`config.mk`:
```
export PLATFORM = sky130hd
export DESIGN_NAME = msd_port
export DESIGN_NICKNAME = d
export VERILOG_FILES = /design/src/pkg/msd_pkg.sv /design/src/rtl/msd_port.sv /design/src/rtl/msd_sync.sv /design/src/rtl/msd_dram_port.sv
export VERILOG_INCLUDE_DIRS = /design/src /design/src/pkg
export SDC_FILE = /design/constraint.sdc
export NUM_CORES = 1
export LEC_CHECK = 0
export BUFFER_PORTS_ARGS = -buffer_cell sky130_fd_sc_hd__buf_2
export CAP_MARGIN = 15
export CORE_UTILIZATION = 32
export DETAILED_ROUTE_END_ITERATION = 8
export PLACE_DENSITY = 0.58
export SYNTH_ARGS = -nofsm -noshare
export SYNTH_HDL_FRONTEND = slang
export SYNTH_SLANG_ARGS = --single-unit
```
`constraint.sdc`:
```
create_clock -name i_core_clk -period 2.25 [get_ports i_core_clk]
set_input_delay 0.45 -clock i_core_clk [delete_from_list [all_inputs] [get_ports i_core_clk]]
set_output_delay 0.45 -clock i_core_clk [all_outputs]
set_load 0.02 [all_outputs]
```
`src/pkg/msd_defines.svh`:
```
// Constants of the mode, status and drawing pointer register port.
// Included by the package and by every design file that needs a figure.
`ifndef MSD_DEFINES_SVH
`define MSD_DEFINES_SVH

// ----------------------------------------------------------------
// Register select codes
// ----------------------------------------------------------------
`define MSD_SEL_MODE_STATUS 2'h0
`define MSD_SEL_COLUMN_PTR  2'h1
`define MSD_SEL_ROW_PTR     2'h2
`define MSD_SEL_PIXEL_DATA  2'h3

// ----------------------------------------------------------------
// Mode register fields and reset value
// ----------------------------------------------------------------
`define MSD_MODE_RESET      4'hf
`define MSD_SUBMODE_BIT     3
`define MSD_MODE_MSB        2
`define MSD_MODE_LSB        0

// ----------------------------------------------------------------
// Status register fields
// ----------------------------------------------------------------
`define MSD_SR_VBLANK_BIT   7
`define MSD_SR_HBLANK_BIT   6
`define MSD_SR_MODE_MSB     5
`define MSD_SR_MODE_LSB     3
`define MSD_SR_PAGE_MSB     2
`define MSD_SR_PAGE_LSB     0

// ----------------------------------------------------------------
// Pointer, page and fetch constants
// ----------------------------------------------------------------
`define MSD_PTR_RESET       8'h00
`define MSD_PAGE_RESET      3'h7
`define MSD_PTR_STEP        8'h02
`define MSD_LAST_FETCH_ROW  8'hd1
`define MSD_PAGE3_LAST_OFS  13'h08ff
`define MSD_IDLE_READ       8'h00

`endif

```
`src/pkg/msd_pkg.sv`:
```
// Types shared by the register port and its DRAM access sequencer.
// Assumes msd_defines.svh is reachable on the include path.
`include "msd_defines.svh"

package msd_pkg;

  // Operating modes held in the mode field
  typedef enum logic [2:0] {
    MSD_MODE_DRAW    = 3'h0,
    MSD_MODE_TBL_ADR = 3'h1,
    MSD_MODE_TBL_DAT = 3'h2,
    MSD_MODE_SWITCH  = 3'h3,
    MSD_MODE_SCROLL  = 3'h4,
    MSD_MODE_TTX_PTR = 3'h5,
    MSD_MODE_PAGE    = 3'h6,
    MSD_MODE_UNUSED  = 3'h7
  } msd_mode_t;

  // DRAM sequencer states, Gray along idle, request, done
  typedef enum logic [1:0] {
    MSD_DS_IDLE = 2'b00,
    MSD_DS_REQ  = 2'b01,
    MSD_DS_DONE = 2'b11
  } msd_dstate_t;

  // Kind of DRAM page that a page code selects
  typedef enum logic [1:0] {
    MSD_PG_VIDEO   = 2'h0,
    MSD_PG_SPLIT   = 2'h1,
    MSD_PG_PROGRAM = 2'h2,
    MSD_PG_NONE    = 2'h3
  } msd_page_kind_t;

  // Decode a page code into its kind
  function automatic msd_page_kind_t msd_page_kind(input logic [2:0] code);
    case (code)
      3'h0, 3'h1, 3'h2: msd_page_kind = MSD_PG_VIDEO;
      3'h3:             msd_page_kind = MSD_PG_SPLIT;
      3'h4:             msd_page_kind = MSD_PG_PROGRAM;
      default:          msd_page_kind = MSD_PG_NONE;
    endcase
  endfunction

endpackage

```
`src/rtl/msd_port.sv`:
```
// Processor register port: mode, status, drawing pointers, pixel data.
// Assumes pins come from the processor bus, blanking from raster logic
// on the core clock, and DRAM cycles from an external controller.
`timescale 1ns/10ps
`default_nettype none
`include "msd_defines.svh"

module msd_port (
  input  wire logic       i_core_clk,
  input  wire logic       i_rst_n,
  input  wire logic       i_io_select_n,
  input  wire logic       i_rw,
  input  wire logic [1:0] i_reg_sel,
  input  wire logic [7:0] i_ad,
  output logic      [7:0] o_ad,
  output logic            o_ad_oe,
  input  wire logic       i_h_blank,
  input  wire logic       i_h_sync_blank,
  input  wire logic       i_v_blank,
  input  wire logic       i_v_sync_blank,
  output msd_pkg::msd_mode_t o_mode_field,
  output logic            o_submode,
  output logic      [2:0] o_page,
  output msd_pkg::msd_page_kind_t o_page_kind,
  output logic            o_fetch_row_ok,
  output logic            o_dram_req,
  output logic            o_dram_we,
  output logic      [7:0] o_dram_row,
  output logic      [6:0] o_dram_col,
  output logic      [7:0] o_dram_wdata,
  output logic            o_row_strobe_low_bank,
  output logic            o_row_strobe_high_bank,
  input  wire logic       i_dram_ack,
  input  wire logic [7:0] i_dram_rdata
);
  import msd_pkg::*;

  // ----------------------------------------------------------------
  // Pin synchronisation
  // ----------------------------------------------------------------

  logic [11:0] pins_s;
  logic        sel_n_s;
  logic        rw_s;
  logic [1:0]  rsel_s;
  logic [7:0]  wdata_s;

  // Select, direction, register select and bus data
  msd_sync #(
    .WIDTH (12)
  ) u_pin_sync (
    .i_core_clk  (i_core_clk),
    .i_rst_n     (i_rst_n),
    .i_async     ({i_io_select_n, i_rw, i_reg_sel, i_ad}),
    .i_reset_val ({12{1'b1}}),
    .o_sync      (pins_s)
  );

  assign sel_n_s = pins_s[11];
  assign rw_s    = pins_s[10];
  assign rsel_s  = pins_s[9:8];
  assign wdata_s = pins_s[7:0];

  // ----------------------------------------------------------------
  // Access detection
  // ----------------------------------------------------------------

  logic sel_prev_n_q, sel_prev_n_d;
  logic access;
  logic acc_wr;
  logic acc_rd;

  // Falling edge of the synchronised select starts one access
  always_comb begin
    sel_prev_n_d = sel_n_s;
  end

  always_ff @(posedge i_core_clk or negedge i_rst_n) begin
    if (!i_rst_n) begin
      sel_prev_n_q <= 1'b1;
    end else begin
      sel_prev_n_q <= sel_prev_n_d;
    end
  end

  assign access = sel_prev_n_q & ~sel_n_s;
  assign acc_wr = access & ~rw_s;
  assign acc_rd = access & rw_s;

  // ----------------------------------------------------------------
  // Register decode
  // ----------------------------------------------------------------

  logic [3:0] mode_q, mode_d;
  logic [2:0] page_q, page_d;
  logic [7:0] col_q, col_d;
  logic [7:0] row_q, row_d;
  logic [7:0] rd_q, rd_d;
  msd_mode_t  mode;
  logic       draw_mode;
  logic       byte_mode;
  logic       sel_mode;
  logic       sel_col;
  logic       sel_row;
  logic       sel_pix;
  logic       h_blank;
  logic       v_blank;
  logic [7:0] status;
  logic       dram_busy;
  logic       dram_done;
  logic       dram_start;
  logic [7:0] dram_rdata;
  logic       pend_we_q, pend_we_d;

  assign mode      = msd_mode_t'(mode_q[`MSD_MODE_MSB:`MSD_MODE_LSB]);
  assign draw_mode = (mode == MSD_MODE_DRAW);
  assign byte_mode = mode_q[`MSD_SUBMODE_BIT];
  assign sel_mode  = (rsel_s == `MSD_SEL_MODE_STATUS);
  assign sel_col   = (rsel_s == `MSD_SEL_COLUMN_PTR) & draw_mode;
  assign sel_row   = (rsel_s == `MSD_SEL_ROW_PTR) & draw_mode;
  assign sel_pix   = (rsel_s == `MSD_SEL_PIXEL_DATA);

  // Blanking spans the whole non-pixel time, sync periods included
  assign h_blank = i_h_blank | i_h_sync_blank;
  assign v_blank = i_v_blank | i_v_sync_blank;

  // Status word, blanking bits active low
  always_comb begin
    status = 8'h00;
    status[`MSD_SR_VBLANK_BIT] = ~v_blank;
    status[`MSD_SR_HBLANK_BIT] = ~h_blank;
    status[`MSD_SR_MODE_MSB:`MSD_SR_MODE_LSB] =
      mode_q[`MSD_MODE_MSB:`MSD_MODE_LSB];
    status[`MSD_SR_PAGE_MSB:`MSD_SR_PAGE_LSB] = page_q;
  end

  // Pixel access starts only in drawing mode with the sequencer free
  assign dram_start = access & sel_pix & draw_mode & ~dram_busy;

  // ----------------------------------------------------------------
  // Register file next values
  // ----------------------------------------------------------------

  always_comb begin
    mode_d    = mode_q;
    page_d    = page_q;
    col_d     = col_q;
    row_d     = row_q;
    rd_d      = rd_q;
    pend_we_d = pend_we_q;
    // Mode register written regardless of stored mode
    if (acc_wr && sel_mode) begin
      mode_d = wdata_s[3:0];
    end
    // Status read sampled at the access
    if (acc_rd && sel_mode) begin
      rd_d = status;
    end
    // Drawing pointers, full 0 to 255 range
    if (acc_wr && sel_col) begin
      col_d = wdata_s;
    end
    if (acc_wr && sel_row) begin
      row_d = wdata_s;
    end
    if (acc_rd && sel_col) begin
      rd_d = col_q;
    end
    if (acc_rd && sel_row) begin
      rd_d = row_q;
    end
    // Page register written in page mode; code 7 inert elsewhere
    if (acc_wr && sel_pix && mode == MSD_MODE_PAGE) begin
      page_d = wdata_s[2:0];
    end
    // Non-drawing reads above select 0 return idle data
    if (acc_rd && !sel_mode && !draw_mode) begin
      rd_d = `MSD_IDLE_READ;
    end
    if (dram_start) begin
      pend_we_d = ~rw_s;
    end
    // Finished pixel access: return read data, or advance column after a byte write
    if (dram_done) begin
      if (!pend_we_q) begin
        rd_d = dram_rdata;
      end else if (byte_mode) begin
        col_d = col_q + `MSD_PTR_STEP;
      end
    end
  end

  // Register file, mode bits all ones out of reset
  always_ff @(posedge i_core_clk or negedge i_rst_n) begin
    if (!i_rst_n) begin
      mode_q    <= `MSD_MODE_RESET;
      page_q    <= `MSD_PAGE_RESET;
      col_q     <= `MSD_PTR_RESET;
      row_q     <= `MSD_PTR_RESET;
      rd_q      <= `MSD_IDLE_READ;
      pend_we_q <= 1'b0;
    end else begin
      mode_q    <= mode_d;
      page_q    <= page_d;
      col_q     <= col_d;
      row_q     <= row_d;
      rd_q      <= rd_d;
      pend_we_q <= pend_we_d;
    end
  end

  // ----------------------------------------------------------------
  // DRAM access sequencer
  // ----------------------------------------------------------------

  msd_dram_port u_dram (
    .i_core_clk             (i_core_clk),
    .i_rst_n                (i_rst_n),
    .i_start                (dram_start),
    .i_write                (~rw_s),
    .i_byte_mode            (byte_mode),
    .i_column               (col_q),
    .i_row                  (row_q),
    .i_wdata                (wdata_s),
    .i_dram_ack             (i_dram_ack),
    .i_dram_rdata           (i_dram_rdata),
    .o_busy                 (dram_busy),
    .o_done                 (dram_done),
    .o_rdata                (dram_rdata),
    .o_dram_req             (o_dram_req),
    .o_dram_we              (o_dram_we),
    .o_dram_row             (o_dram_row),
    .o_dram_col             (o_dram_col),
    .o_dram_wdata           (o_dram_wdata),
    .o_row_strobe_low_bank  (o_row_strobe_low_bank),
    .o_row_strobe_high_bank (o_row_strobe_high_bank)
  );

  // ----------------------------------------------------------------
  // Outputs
  // ----------------------------------------------------------------

  // Bus driven while selected for a read
  assign o_ad         = rd_q;
  assign o_ad_oe      = ~sel_n_s & rw_s;
  assign o_mode_field = mode;
  assign o_submode    = byte_mode;
  assign o_page       = page_q;
  assign o_page_kind  = msd_page_kind(page_q);
  // Rows above 209 lie past offset 8FF of the fourth page
  assign o_fetch_row_ok = (row_q <= `MSD_LAST_FETCH_ROW);
endmodule // msd_port

`default_nettype wire

```
`src/rtl/msd_sync.sv`:
```
// Two flip-flop synchroniser for a group of pin inputs.
// Assumes the pins are quasi-static across the bus cycle.
`timescale 1ns/10ps
`default_nettype none

module msd_sync #(
  parameter int WIDTH = 1
) (
  input  wire logic             i_core_clk,
  input  wire logic             i_rst_n,
  input  wire logic [WIDTH-1:0] i_async,
  input  wire logic [WIDTH-1:0] i_reset_val,
  output logic      [WIDTH-1:0] o_sync
);

  logic [WIDTH-1:0] meta_q;
  logic [WIDTH-1:0] sync_q;

  // First stage feeds only the second stage
  always_ff @(posedge i_core_clk or negedge i_rst_n) begin
    if (!i_rst_n) begin
      meta_q <= '1;
      sync_q <= '1;
    end else begin
      meta_q <= i_async;
      sync_q <= meta_q;
    end
  end

  assign o_sync = sync_q;

  // Reset value input ignored; both stages always reset to all ones
  logic unused_reset_val;
  assign unused_reset_val = ^i_reset_val;

endmodule // msd_sync

`default_nettype wire

```
`src/rtl/msd_dram_port.sv`:
```
// Sequencer for one processor pixel access to video DRAM.
// Assumes the DRAM controller answers each request with a one-cycle ack.
`timescale 1ns/10ps
`default_nettype none
`include "msd_defines.svh"

module msd_dram_port (
  input  wire logic       i_core_clk,
  input  wire logic       i_rst_n,
  input  wire logic       i_start,
  input  wire logic       i_write,
  input  wire logic       i_byte_mode,
  input  wire logic [7:0] i_column,
  input  wire logic [7:0] i_row,
  input  wire logic [7:0] i_wdata,
  input  wire logic       i_dram_ack,
  input  wire logic [7:0] i_dram_rdata,
  output logic            o_busy,
  output logic            o_done,
  output logic [7:0]      o_rdata,
  output logic            o_dram_req,
  output logic            o_dram_we,
  output logic [7:0]      o_dram_row,
  output logic [6:0]      o_dram_col,
  output logic [7:0]      o_dram_wdata,
  output logic            o_row_strobe_low_bank,
  output logic            o_row_strobe_high_bank
);
  import msd_pkg::*;

  msd_dstate_t state_q, state_d;
  logic        we_q, we_d;
  logic        lo_q, lo_d;
  logic        hi_q, hi_d;
  logic        byte_q, byte_d;
  logic [7:0]  row_q, row_d;
  logic [6:0]  col_q, col_d;
  logic [7:0]  wd_q, wd_d;
  logic [7:0]  rd_q, rd_d;

  // Next state: latch the access, wait for ack, report done
  always_comb begin
    state_d = state_q;
    we_d    = we_q;
    lo_d    = lo_q;
    hi_d    = hi_q;
    byte_d  = byte_q;
    row_d   = row_q;
    col_d   = col_q;
    wd_d    = wd_q;
    rd_d    = rd_q;
    unique case (state_q)
      MSD_DS_IDLE: begin
        if (i_start) begin
          state_d = MSD_DS_REQ;
          we_d    = i_write;
          byte_d  = i_byte_mode;
          row_d   = i_row;
          col_d   = i_column[7:1];
          wd_d    = i_wdata;
          lo_d    = i_byte_mode | ~i_column[0];
          hi_d    = i_byte_mode | i_column[0];
        end
      end
      MSD_DS_REQ: begin
        if (i_dram_ack) begin
          state_d = MSD_DS_DONE;
          // Nibble reads echo the chosen nibble on both halves
          if (byte_q) begin
            rd_d = i_dram_rdata;
          end else if (hi_q) begin
            rd_d = {2{i_dram_rdata[7:4]}};
          end else begin
            rd_d = {2{i_dram_rdata[3:0]}};
          end
        end
      end
      MSD_DS_DONE: begin
        state_d = MSD_DS_IDLE;
      end
      default: begin
        state_d = MSD_DS_IDLE;
      end
    endcase
  end

  // State registers
  always_ff @(posedge i_core_clk or negedge i_rst_n) begin
    if (!i_rst_n) begin
      state_q <= MSD_DS_IDLE;
      we_q    <= 1'b0;
      lo_q    <= 1'b0;
      hi_q    <= 1'b0;
      byte_q  <= 1'b0;
      row_q   <= `MSD_PTR_RESET;
      col_q   <= 7'h00;
      wd_q    <= 8'h00;
      rd_q    <= 8'h00;
    end else begin
      state_q <= state_d;
      we_q    <= we_d;
      lo_q    <= lo_d;
      hi_q    <= hi_d;
      byte_q  <= byte_d;
      row_q   <= row_d;
      col_q   <= col_d;
      wd_q    <= wd_d;
      rd_q    <= rd_d;
    end
  end

  // Outputs toward DRAM controller and register port
  assign o_busy                 = (state_q != MSD_DS_IDLE);
  assign o_done                 = (state_q == MSD_DS_DONE);
  assign o_rdata                = rd_q;
  assign o_dram_req             = (state_q == MSD_DS_REQ);
  assign o_dram_we              = we_q;
  assign o_dram_row             = row_q;
  assign o_dram_col             = col_q;
  assign o_dram_wdata           = wd_q;
  assign o_row_strobe_low_bank  = o_dram_req & lo_q;
  assign o_row_strobe_high_bank = o_dram_req & hi_q;
endmodule // msd_dram_port

`default_nettype wire

```
==> results of run 1 <==
layout make-up:
type	count	area [um2]	area share
clock inverters	6	46.29	0.009843
clock buffers	10	229.0	0.04868
repair buffers	81	442.9	0.09417
flip-flops and latches	93	2367	0.5033
well taps	143	178.9	0.03804
inverters	5	18.77	0.003990
multi-input cells	194	1420	0.3019
sequential cells by signal, summed over array words and instances (netlist names):
| register | cells |
|---|---|
| o_ad | 8 |
| pend_we_q | 1 |
| u_dram.byte_q | 1 |
| col_q | 8 |
| u_dram.o_dram_col | 7 |
| u_pin_sync.o_sync | 12 |
| mode_q | 4 |
| o_page | 3 |
| u_dram.hi_q | 1 |
| u_dram.state_q | 2 |
| sel_prev_n_q | 1 |
| u_pin_sync.meta_q | 12 |
| u_dram.o_rdata | 8 |
| u_dram.lo_q | 1 |
| row_q | 8 |
| u_dram.o_dram_row | 8 |
| u_dram.o_dram_wdata | 8 |
worst paths after layout:
check,start,end,slack (ns),cells past startpoint
min reg2reg,u_pin_sync.meta_q[5],u_pin_sync.o_sync[5],0.34,0
max,mode_q[0],u_dram.byte_q,0.19,4
max reg2reg,mode_q[0],u_dram.byte_q,0.19,4
min,i_rst_n,row_q[2],0.06,1
max in group asynchronous,i_rst_n,u_pin_sync.meta_q[4],1.47,2
min in group i_core_clk,i_ad[0],u_pin_sync.meta_q[0],0.20,1
metal layers:
layer,track usage,wire [um]
met1,0.2239,4347
met2,0.2244,3875
met3,0.03942,686
met4,0.06578,121
met5,0,0
through the flow:
| stage | cell area, um2 | util | hold slack [ns] | total power, uW |
|---|---|---|---|---|
| floorplan | 3887 | - | 0.1544 | 3509 |
| global placement | 4428 | 0.3813 | 0.3454 | 4088 |
| detailed placement | 4428 | 0.3813 | 0.3468 | 4129 |
| CTS | 4703 | 0.4050 | 0.06871 | 5554 |
| global route | 4703 | 0.4050 | 0.08350 | 5827 |
| finish | 4703 | 0.4050 | 0.05606 | 5487 |
Yosys cell counts (all sizes together) (2+ instances only):
master | n | area [um2]
nor2b | 5 | 31.28
a21boi | 6 | 45.04
and3 | 2 | 12.51
clkbuf | 7 | 26.28
nand3 | 4 | 20.02
nor2 | 21 | 78.83
or2 | 2 | 12.51
buf | 6 | 55.04
a21oi | 6 | 30.03
inv | 5 | 18.77
o31ai | 2 | 15.01
and2 | 2 | 12.51
nand3b | 3 | 22.52
dfstp | 32 | 840.8
nand4 | 3 | 18.77
o221ai | 6 | 52.55
mux2i | 10 | 100.1
or3b | 2 | 17.52
o21ai | 15 | 75.07
o32ai | 2 | 17.52
or3 | 7 | 43.79
o211ai | 2 | 15.01
and4 | 3 | 26.28
dfrtp | 61 | 1526
a31oi | 8 | 50.05
a211oi | 3 | 27.52
nor4 | 2 | 27.53
nor3 | 10 | 50.05
nand2 | 19 | 71.32
mux2 | 39 | 457.9
logic make-up after synthesis:
| group | share of synthesized area |
|---|---|
| flip-flops | 0.6089 |
| AND/OR/NAND/NOR | 0.1201 |
| AO/OA/AOI/OAI | 0.09591 |
| multiplexers | 0.1435 |
| buffers and inverters | 0.02575 |
| adder cells (fa/ha/maj) | 0.005793 |
power by group:
group	total, uW	switching (uW)	leakage, uW	internal [uW]
Clock	1390	634	0.000138	759
Combinational	1510	857	0.000914	652
Sequential	2590	405	0.00111	2180
Total	5490	1900	0.00216	3590
critical path, stage by stage, from the launching register on:
cell and delay, ns:
dfstp_2 0.39, or3_1 0.54, nor4_4 0.34, buf_4 0.30
mux2_2 0.37
layout by cell type, fill, tap and decap left out, types with 3 or more instances in the layout:
cell	netlist	layout
nor2b_1	5	5
a21oi_1	6	6
nor3_1	10	10
o221ai_1	6	6
nand4_1	3	3
inv_1	5	5
dfrtp_1	61	61
buf_2	1	71
dfstp_2	32	32
mux2_2	34	34
nand3_1	4	4
a31oi_1	8	8
mux2_4	5	5
or3_1	7	7
mux2i_1	10	10
buf_4	2	9
nor2_1	21	21
clkbuf_16	0	9
o21ai_0	15	15
and4_1	3	3
nand3b_1	3	3
nand2_1	19	19
a21boi_0	6	6
==> impl_metrics.ini, run 1 <==
[sta]
postLayoutSetupSlackWorst_ns = 0.1890
worst_slew_pin_slew_ns = 0.5340
fin_crit_sh = 0.9160
skew_ns = 0.01078
finalSetupViolations = 0
slew-limit-headroom = 0.6432
tns_ns = 0
finalHoldViolCount = 0
fmaxAchievable_mhz = 485.2
period_needed_ns = 2.061
drv_slew = 0
grt_setup_unrepaired = no

[flow_run]
max_cap_viol_count = 0

[floorplanning]
start_util = 0.3347
core_um2 = 11610
die_h_um = 112.2
die_w_um = 112.2
num_rows = 39
boundaryPins = 73
die_area_um2 = 12590

[placement]
place_ws_ns = 0.2202
placed_cells = 516
port_buffers = 72
dp_hpwl_mm = 6.650
gp_congestion = 0.8823

[global_route]
grt_pass1_wl_mm = 14.92
grt_max_degree = 38
grt_pass1_vias = 2771
antenna_found_initial = 0
grt_use_total = 0.1562
grt-ovfl-total = 0

[synth]
syn_area_um2 = 3887
yosysSeqAreaShare = 0.6089
synth_edf_count = 0
synth-seq-cells = 93
synth-main-ff-cell = dfrtp_1
async_flop_share = 1.000
synth_cell_types = 47
ys.warnings.count = 0
avgSynthCellArea_um2 = 12.75
synth_cells = 305
syn-num-nets = 333

[status]
outcome = complete, but fails checks
violations = DRC

[routing]
detail-route-antenna-nets = 0
dr.pass1.iters = 7
drtIter0Drc = 217
wire_per_inst_um = 16.98
routed-via-count = 2710
drt-vias-per-instance = 5.094
wirelength_mm = 9.031
route.detailed.drc = 4

[cts]
cts_resized = 0
clockBufferDepth = 2
clock_sinks = 93
root_buffer = clkbuf_16
ctsHoldBuffers = 0
clock_latency_ns = 0.34
h-tree-depth = 3
cts_tree = yes
postCtsSetupBuffers = 0
cts_buffers = 9
path_clk_slew_ns = 0.06

[pwr]
p_leak_uw = 0.002161
vdd_drop_max_uv = 529.4
power.density_nw_per_um2 = 1167

[finish]
final_cells = 532
fillers = 1120
layout.nets = 412
area_delta_synth_final_pct = 20.98
antenna_cells = 0
drive_gt1_frac = 0.4473

[setup_path]
worstSetupStartpointType = flop
cp.arrival_ns = 2.29
worstPathMaxFanout = 14
worstPathRequired_ns = 2.47
endpoint_kind = flop
crit_type = reg2reg

[worst_hold_path]
hold_path.class = in2async
(Power assumes the default switching activity.)
==> run 2, diff against run 1 <==
CORE_MARGIN = 4   (was unset)
PLACE_DENSITY = 0.49   (was 0.58)
==> impl_metrics.ini, run 2 (synthesized netlist as in run 1, its figures left out) <==
[routing]
drt-met1-wl_mm = 4.624
wirelength_mm = 9.344
drt-vias-per-instance = 5.028
dr.pass1.iters = 6
drtIter0Drc = 116
detail-route-antenna-nets = 0
routed-via-count = 2675
highest_layer = met4
wl_met3_um = 484
wire_per_inst_um = 17.56
wl_met2_mm = 4.054
route.detailed.drc = 0

[finish]
area_delta_synth_final_pct = 22.18
final_common_cell = buf_2
drive_gt1_frac = 0.4499
final_cells = 532
design_area_um2 = 4750
layout.nets = 412
antenna_cells = 0
mostFrequentLayoutCells = buf_2 (71), dfrtp_1 (61), mux2_2 (34)
fillers = 1154

[flow_run]
max_cap_viol_count = 0

[pwr]
p_leak_uw = 0.002178
sw_frac_of_total = 0.3328
comb_power_share = 0.267
vdd_drop_max_uv = 464.8
clkPwrFrac = 0.276
p_int_uw = 3755
p_seq_frac = 0.457
power_uw = 5628
power.density_nw_per_um2 = 1185
p_switching_uw = 1873

[floorplanning]
die_h_um = 118.2
die_area_um2 = 13980
core_um2 = 11660
num_rows = 39
die_w_um = 118.2
boundaryPins = 73
start_util = 0.3333

[global_route]
grt_use_total = 0.1423
grt-ovfl-total = 0
antenna_found_initial = 0
grt_pass1_wl_mm = 15.62
grt_pass1_vias = 2830
grt_max_degree = 43

[cts]
cts_tree = yes
clock_latency_ns = 0.34
clockBufferDepth = 2
root_buffer = clkbuf_16
clock_sinks = 93
cts_buffers = 9
cts_resized = 0
postCtsSetupBuffers = 0
ctsHoldBuffers = 0
path_clk_slew_ns = 0.06
h-tree-depth = 3

[sta]
worst_slew_pin_slew_ns = 0.5111
tns_ns = 0
slew-limit-headroom = 0.6567
fin_crit_sh = 0.9158
fmaxAchievable_mhz = 485.3
period_needed_ns = 2.061
finalHoldViolCount = 0
finalSetupViolations = 0
drv_slew = 0
grt_setup_unrepaired = no
skew_ns = 0.007617

[setup_path]
rrSetupSlack_ns = 0.19
slowest_delay_ns = 0.57
crit_type = reg2reg
cp_cell_sequence = or3_1 -> nor4_4 -> buf_12 -> mux2_2
worstSetupStartpointType = flop
worstPathRequired_ns = 2.48
endpoint_kind = flop
cp.arrival_ns = 2.29
cp_slowest_cell = or3_1
worstPathMaxFanout = 29

[placement]
dp_hpwl_mm = 6.941
gp_congestion = 0.8098
placed_area_um2 = 4441
port_buffers = 72
placed_cells = 516

[worst_hold_path]
hold_path.class = in2async

[status]
outcome = finished, final reports clean
-- run 2: cell types whose count changed in the layout (fill, tap and decap cells not counted), sizes merged --
cell      previous run  this run
clkinvlp             0         1
bufinv               0         1
clkbuf              10        11
inv                  8         6
clkinv               3         2
-- run 2: path summary, 6_finish.rpt --
| check | depth (start not counted) | from | end |
|---|---|---|---|
| max | 4 | mode_q[0] | u_dram.o_dram_row[2] |
| max in group asynchronous | 2 | i_rst_n | u_pin_sync.o_sync[3] |
| max reg2reg | 4 | mode_q[0] | u_dram.o_dram_row[2] |
| min | 1 | i_rst_n | u_dram.o_dram_wdata[1] |
| min reg2reg | 0 | u_pin_sync.meta_q[5] | u_pin_sync.o_sync[5] |
| min in group i_core_clk | 1 | i_ad[7] | u_pin_sync.meta_q[7] |
-- run 2: stage by stage --
stage               utilization  setup slack, ns  hold slack (ns)
floorplan                     -           0.3259           0.1544
global placement         0.3808           0.2397           0.3458
detailed placement       0.3808           0.1983           0.3469
CTS                      0.4073           0.1896          0.08655
global route             0.4073          0.03081           0.1041
finish                   0.4073           0.1894          0.07422
-- run 2: critical path: cells and delay by family (launching register included) --
| kind | cells | cell delay, ns |
|---|---|---|
| mux | 1 | 0.36 |
| buf+inv | 1 | 0.26 |
| flops | 1 | 0.39 |
| simple gates | 2 | 0.95 |
-- run 2: final cells by class --
| type | count | area (um2) | share of cell area |
|---|---|---|---|
| Inverter | 5 | 18.77 | 0.003952 |
| Multi-Input combinational cell | 194 | 1420 | 0.2990 |
| Clock inverter | 5 | 56.30 | 0.01185 |
| Tap cell | 143 | 178.9 | 0.03767 |
| Clock buffer | 11 | 252.7 | 0.05321 |
| Timing Repair Buffer | 81 | 455.4 | 0.09589 |
| Sequential cell | 93 | 2367 | 0.4984 |
-- run 2: power groups by stage --
stage          sequential, uW  combinational, uW  clock, uW
6_report                 2570               1500       1550
5_1_grt                  2660               1650       1660
4_1_cts                  2590               1530       1600
3_5_place_dp             2610               1530          0
3_3_place_gp             2610               1490          0
2_1_floorplan            2820                694          0
-- run 2: per-layer routing --
layer	GRT usage	up-vias
met5	0	-
met4	0.06374	0
met3	0.03438	10
met2	0.2047	75
met1	0.2032	1315
li1	-	1275
==> run 3, diff against run 2 <==
CORE_UTILIZATION = 28   (was 32)
PLACE_DENSITY = 0.44   (was 0.49)
SETUP_SLACK_MARGIN = 0.4   (was unset)
==> impl_metrics.ini, run 3 (synthesized netlist as in run 1, its figures left out) <==
[routing]
route.detailed.drc = 0
dr.pass1.iters = 4
detail-route-antenna-nets = 0
drt-vias-per-instance = 4.793
drtIter0Drc = 137
wirelength_mm = 10.60
wire_per_inst_um = 18.25
routed-via-count = 2785

[finish]
multiInputGateArea_um2 = 1549
mostFrequentLayoutCells = buf_2 (70), dfrtp_1 (60), dfstp_2 (32)
regArea_um2 = 2369
final_common_cell = buf_2
fillers = 1322
layout.nets = 428
final_cells = 581
antenna_cells = 0
area_delta_synth_final_pct = 30.93
drive_gt1_frac = 0.4938

[sta]
fin_crit_sh = 0.8521
skew_ns = 0.006936
period_needed_ns = 1.917
finalSetupViolations = 0
slew-limit-headroom = 0.6816
drv_slew = 0
grt_setup_unrepaired = yes
fmaxAchievable_mhz = 521.6
worst_slew_pin_slew_ns = 0.4766
timing.hold.ws_ns = 0.1969
finalHoldViolCount = 0
tns_ns = 0

[setup_path]
critPathCapture = o_fetch_row_ok
worstSetupStartpointType = flop
rr_startpoint = sel_prev_n_q
cp_cell_sequence = o31a_1 -> o211ai_1 -> buf_4
worstPathRequired_ns = 1.80
crit_type = reg2out
cp.arrival_ns = 1.47
crit_path_start = row_q[1]
crit_buf_inv = 1
worstPathMaxFanout = 4
endpoint_kind = output pin
rrSetupSlack_ns = 0.35
slowest_delay_ns = 0.45
reg2reg_to = u_dram.o_dram_col[1]
critical-path-top-delay-family = compound AO/OA/AOI/OAI gates
r2r_cells = 5
cp_slowest_cell = dfrtp_1
crit_cells = 3

[cts]
root_buffer = clkbuf_16
cts_buffers = 9
clock_latency_ns = 0.35
cts_tree = yes
clock_sinks = 93
h-tree-depth = 3
clockBufferDepth = 2
path_clk_slew_ns = 0.07

[global_route]
grt_pass1_wl_mm = 16.91
grt_pass1_vias = 2987
antenna_found_initial = 0
grt_use_total = 0.1378
grt-ovfl-total = 0
grt_max_degree = 50

[pwr]
power.density_nw_per_um2 = 1149
p_leak_uw = 0.002325
vdd_drop_max_uv = 458.8

[floorplanning]
boundaryPins = 73
die_h_um = 125.8
core_um2 = 13400
die_w_um = 125.8
die_area_um2 = 15830
start_util = 0.2901
num_rows = 42

[placement]
placed_cells = 548
gp_congestion = 0.8074
dp_hpwl_mm = 7.265
port_buffers = 72

[worst_hold_path]
hold_path.class = in2reg

[status]
outcome = finished, final reports clean

[flow_run]
max_cap_viol_count = 0
## run 3: layout make-up
cell class              count  area share
clock buffers              10     0.04695
clock inverters             6     0.01377
inverters                   5    0.003687
multi-input cells         194      0.3043
flip-flops and latches     93      0.4653
well taps                 176     0.04326
repair buffers             97      0.1227
## run 3: per-layer routing
metal | part of all wire | global-route usage | wire (um)
met5 | 0 | 0 | 0
met4 | 0.019 | 0.06625 | 201
met3 | 0.052 | 0.03472 | 550
met2 | 0.45 | 0.2004 | 4739
met1 | 0.48 | 0.1920 | 5111
## run 3: report_power, final
group / internal (uW) / switching (uW)
clock network: 902 / 676
logic: 779 / 896
registers: 2180 / 414
## run 3: metrics by stage
step / total power (uW) / area [um2] / util / worst slack (ns)
3_3_place_gp: 4123 / 4464 / 0.3331 / 0.2483
6_report: 5848 / 5090 / 0.3798 / 0.3328
3_5_place_dp: 4150 / 4464 / 0.3331 / 0.2274
5_1_grt: 6200 / 5090 / 0.3798 / 0.2891
2_1_floorplan: 3510 / 3890 / - / 0.3465
4_1_cts: 5899 / 4995 / 0.3727 / 0.2789
## run 3: worst min-delay path by stage
stage                           from  depth (start not counted)                    end
3_3_place_gp    u_pin_sync.meta_q[2]                          0   u_pin_sync.o_sync[2]
3_5_place_dp   u_pin_sync.meta_q[11]                          0  u_pin_sync.o_sync[11]
2_1_floorplan                i_rst_n                          0               col_q[0]
6_report                     i_ad[7]                          1   u_pin_sync.meta_q[7]
5_1_grt                      i_ad[6]                          1   u_pin_sync.meta_q[6]
4_1_cts                      i_ad[3]                          1   u_pin_sync.meta_q[3]
## run 3: worst reg2reg max path, delay by kind of cell (launching register included)
family	cells	cell delay, ns
buffers and inverters	2	0.34
AND/OR/NAND/NOR	2	0.59
multiplexers	1	0.31
flip-flops	1	0.54
## run 3: repair_timing
item / in CTS / in global routing
pin swaps: 1 / 5
endpoints found under the setup margin: 39 / 48
setup buffers: 8 / 6
resized for setup: 37 / 12
hold buffers: 1 / 0
hold endpoints to repair: 7 / 0
gates cloned: 2 / 0
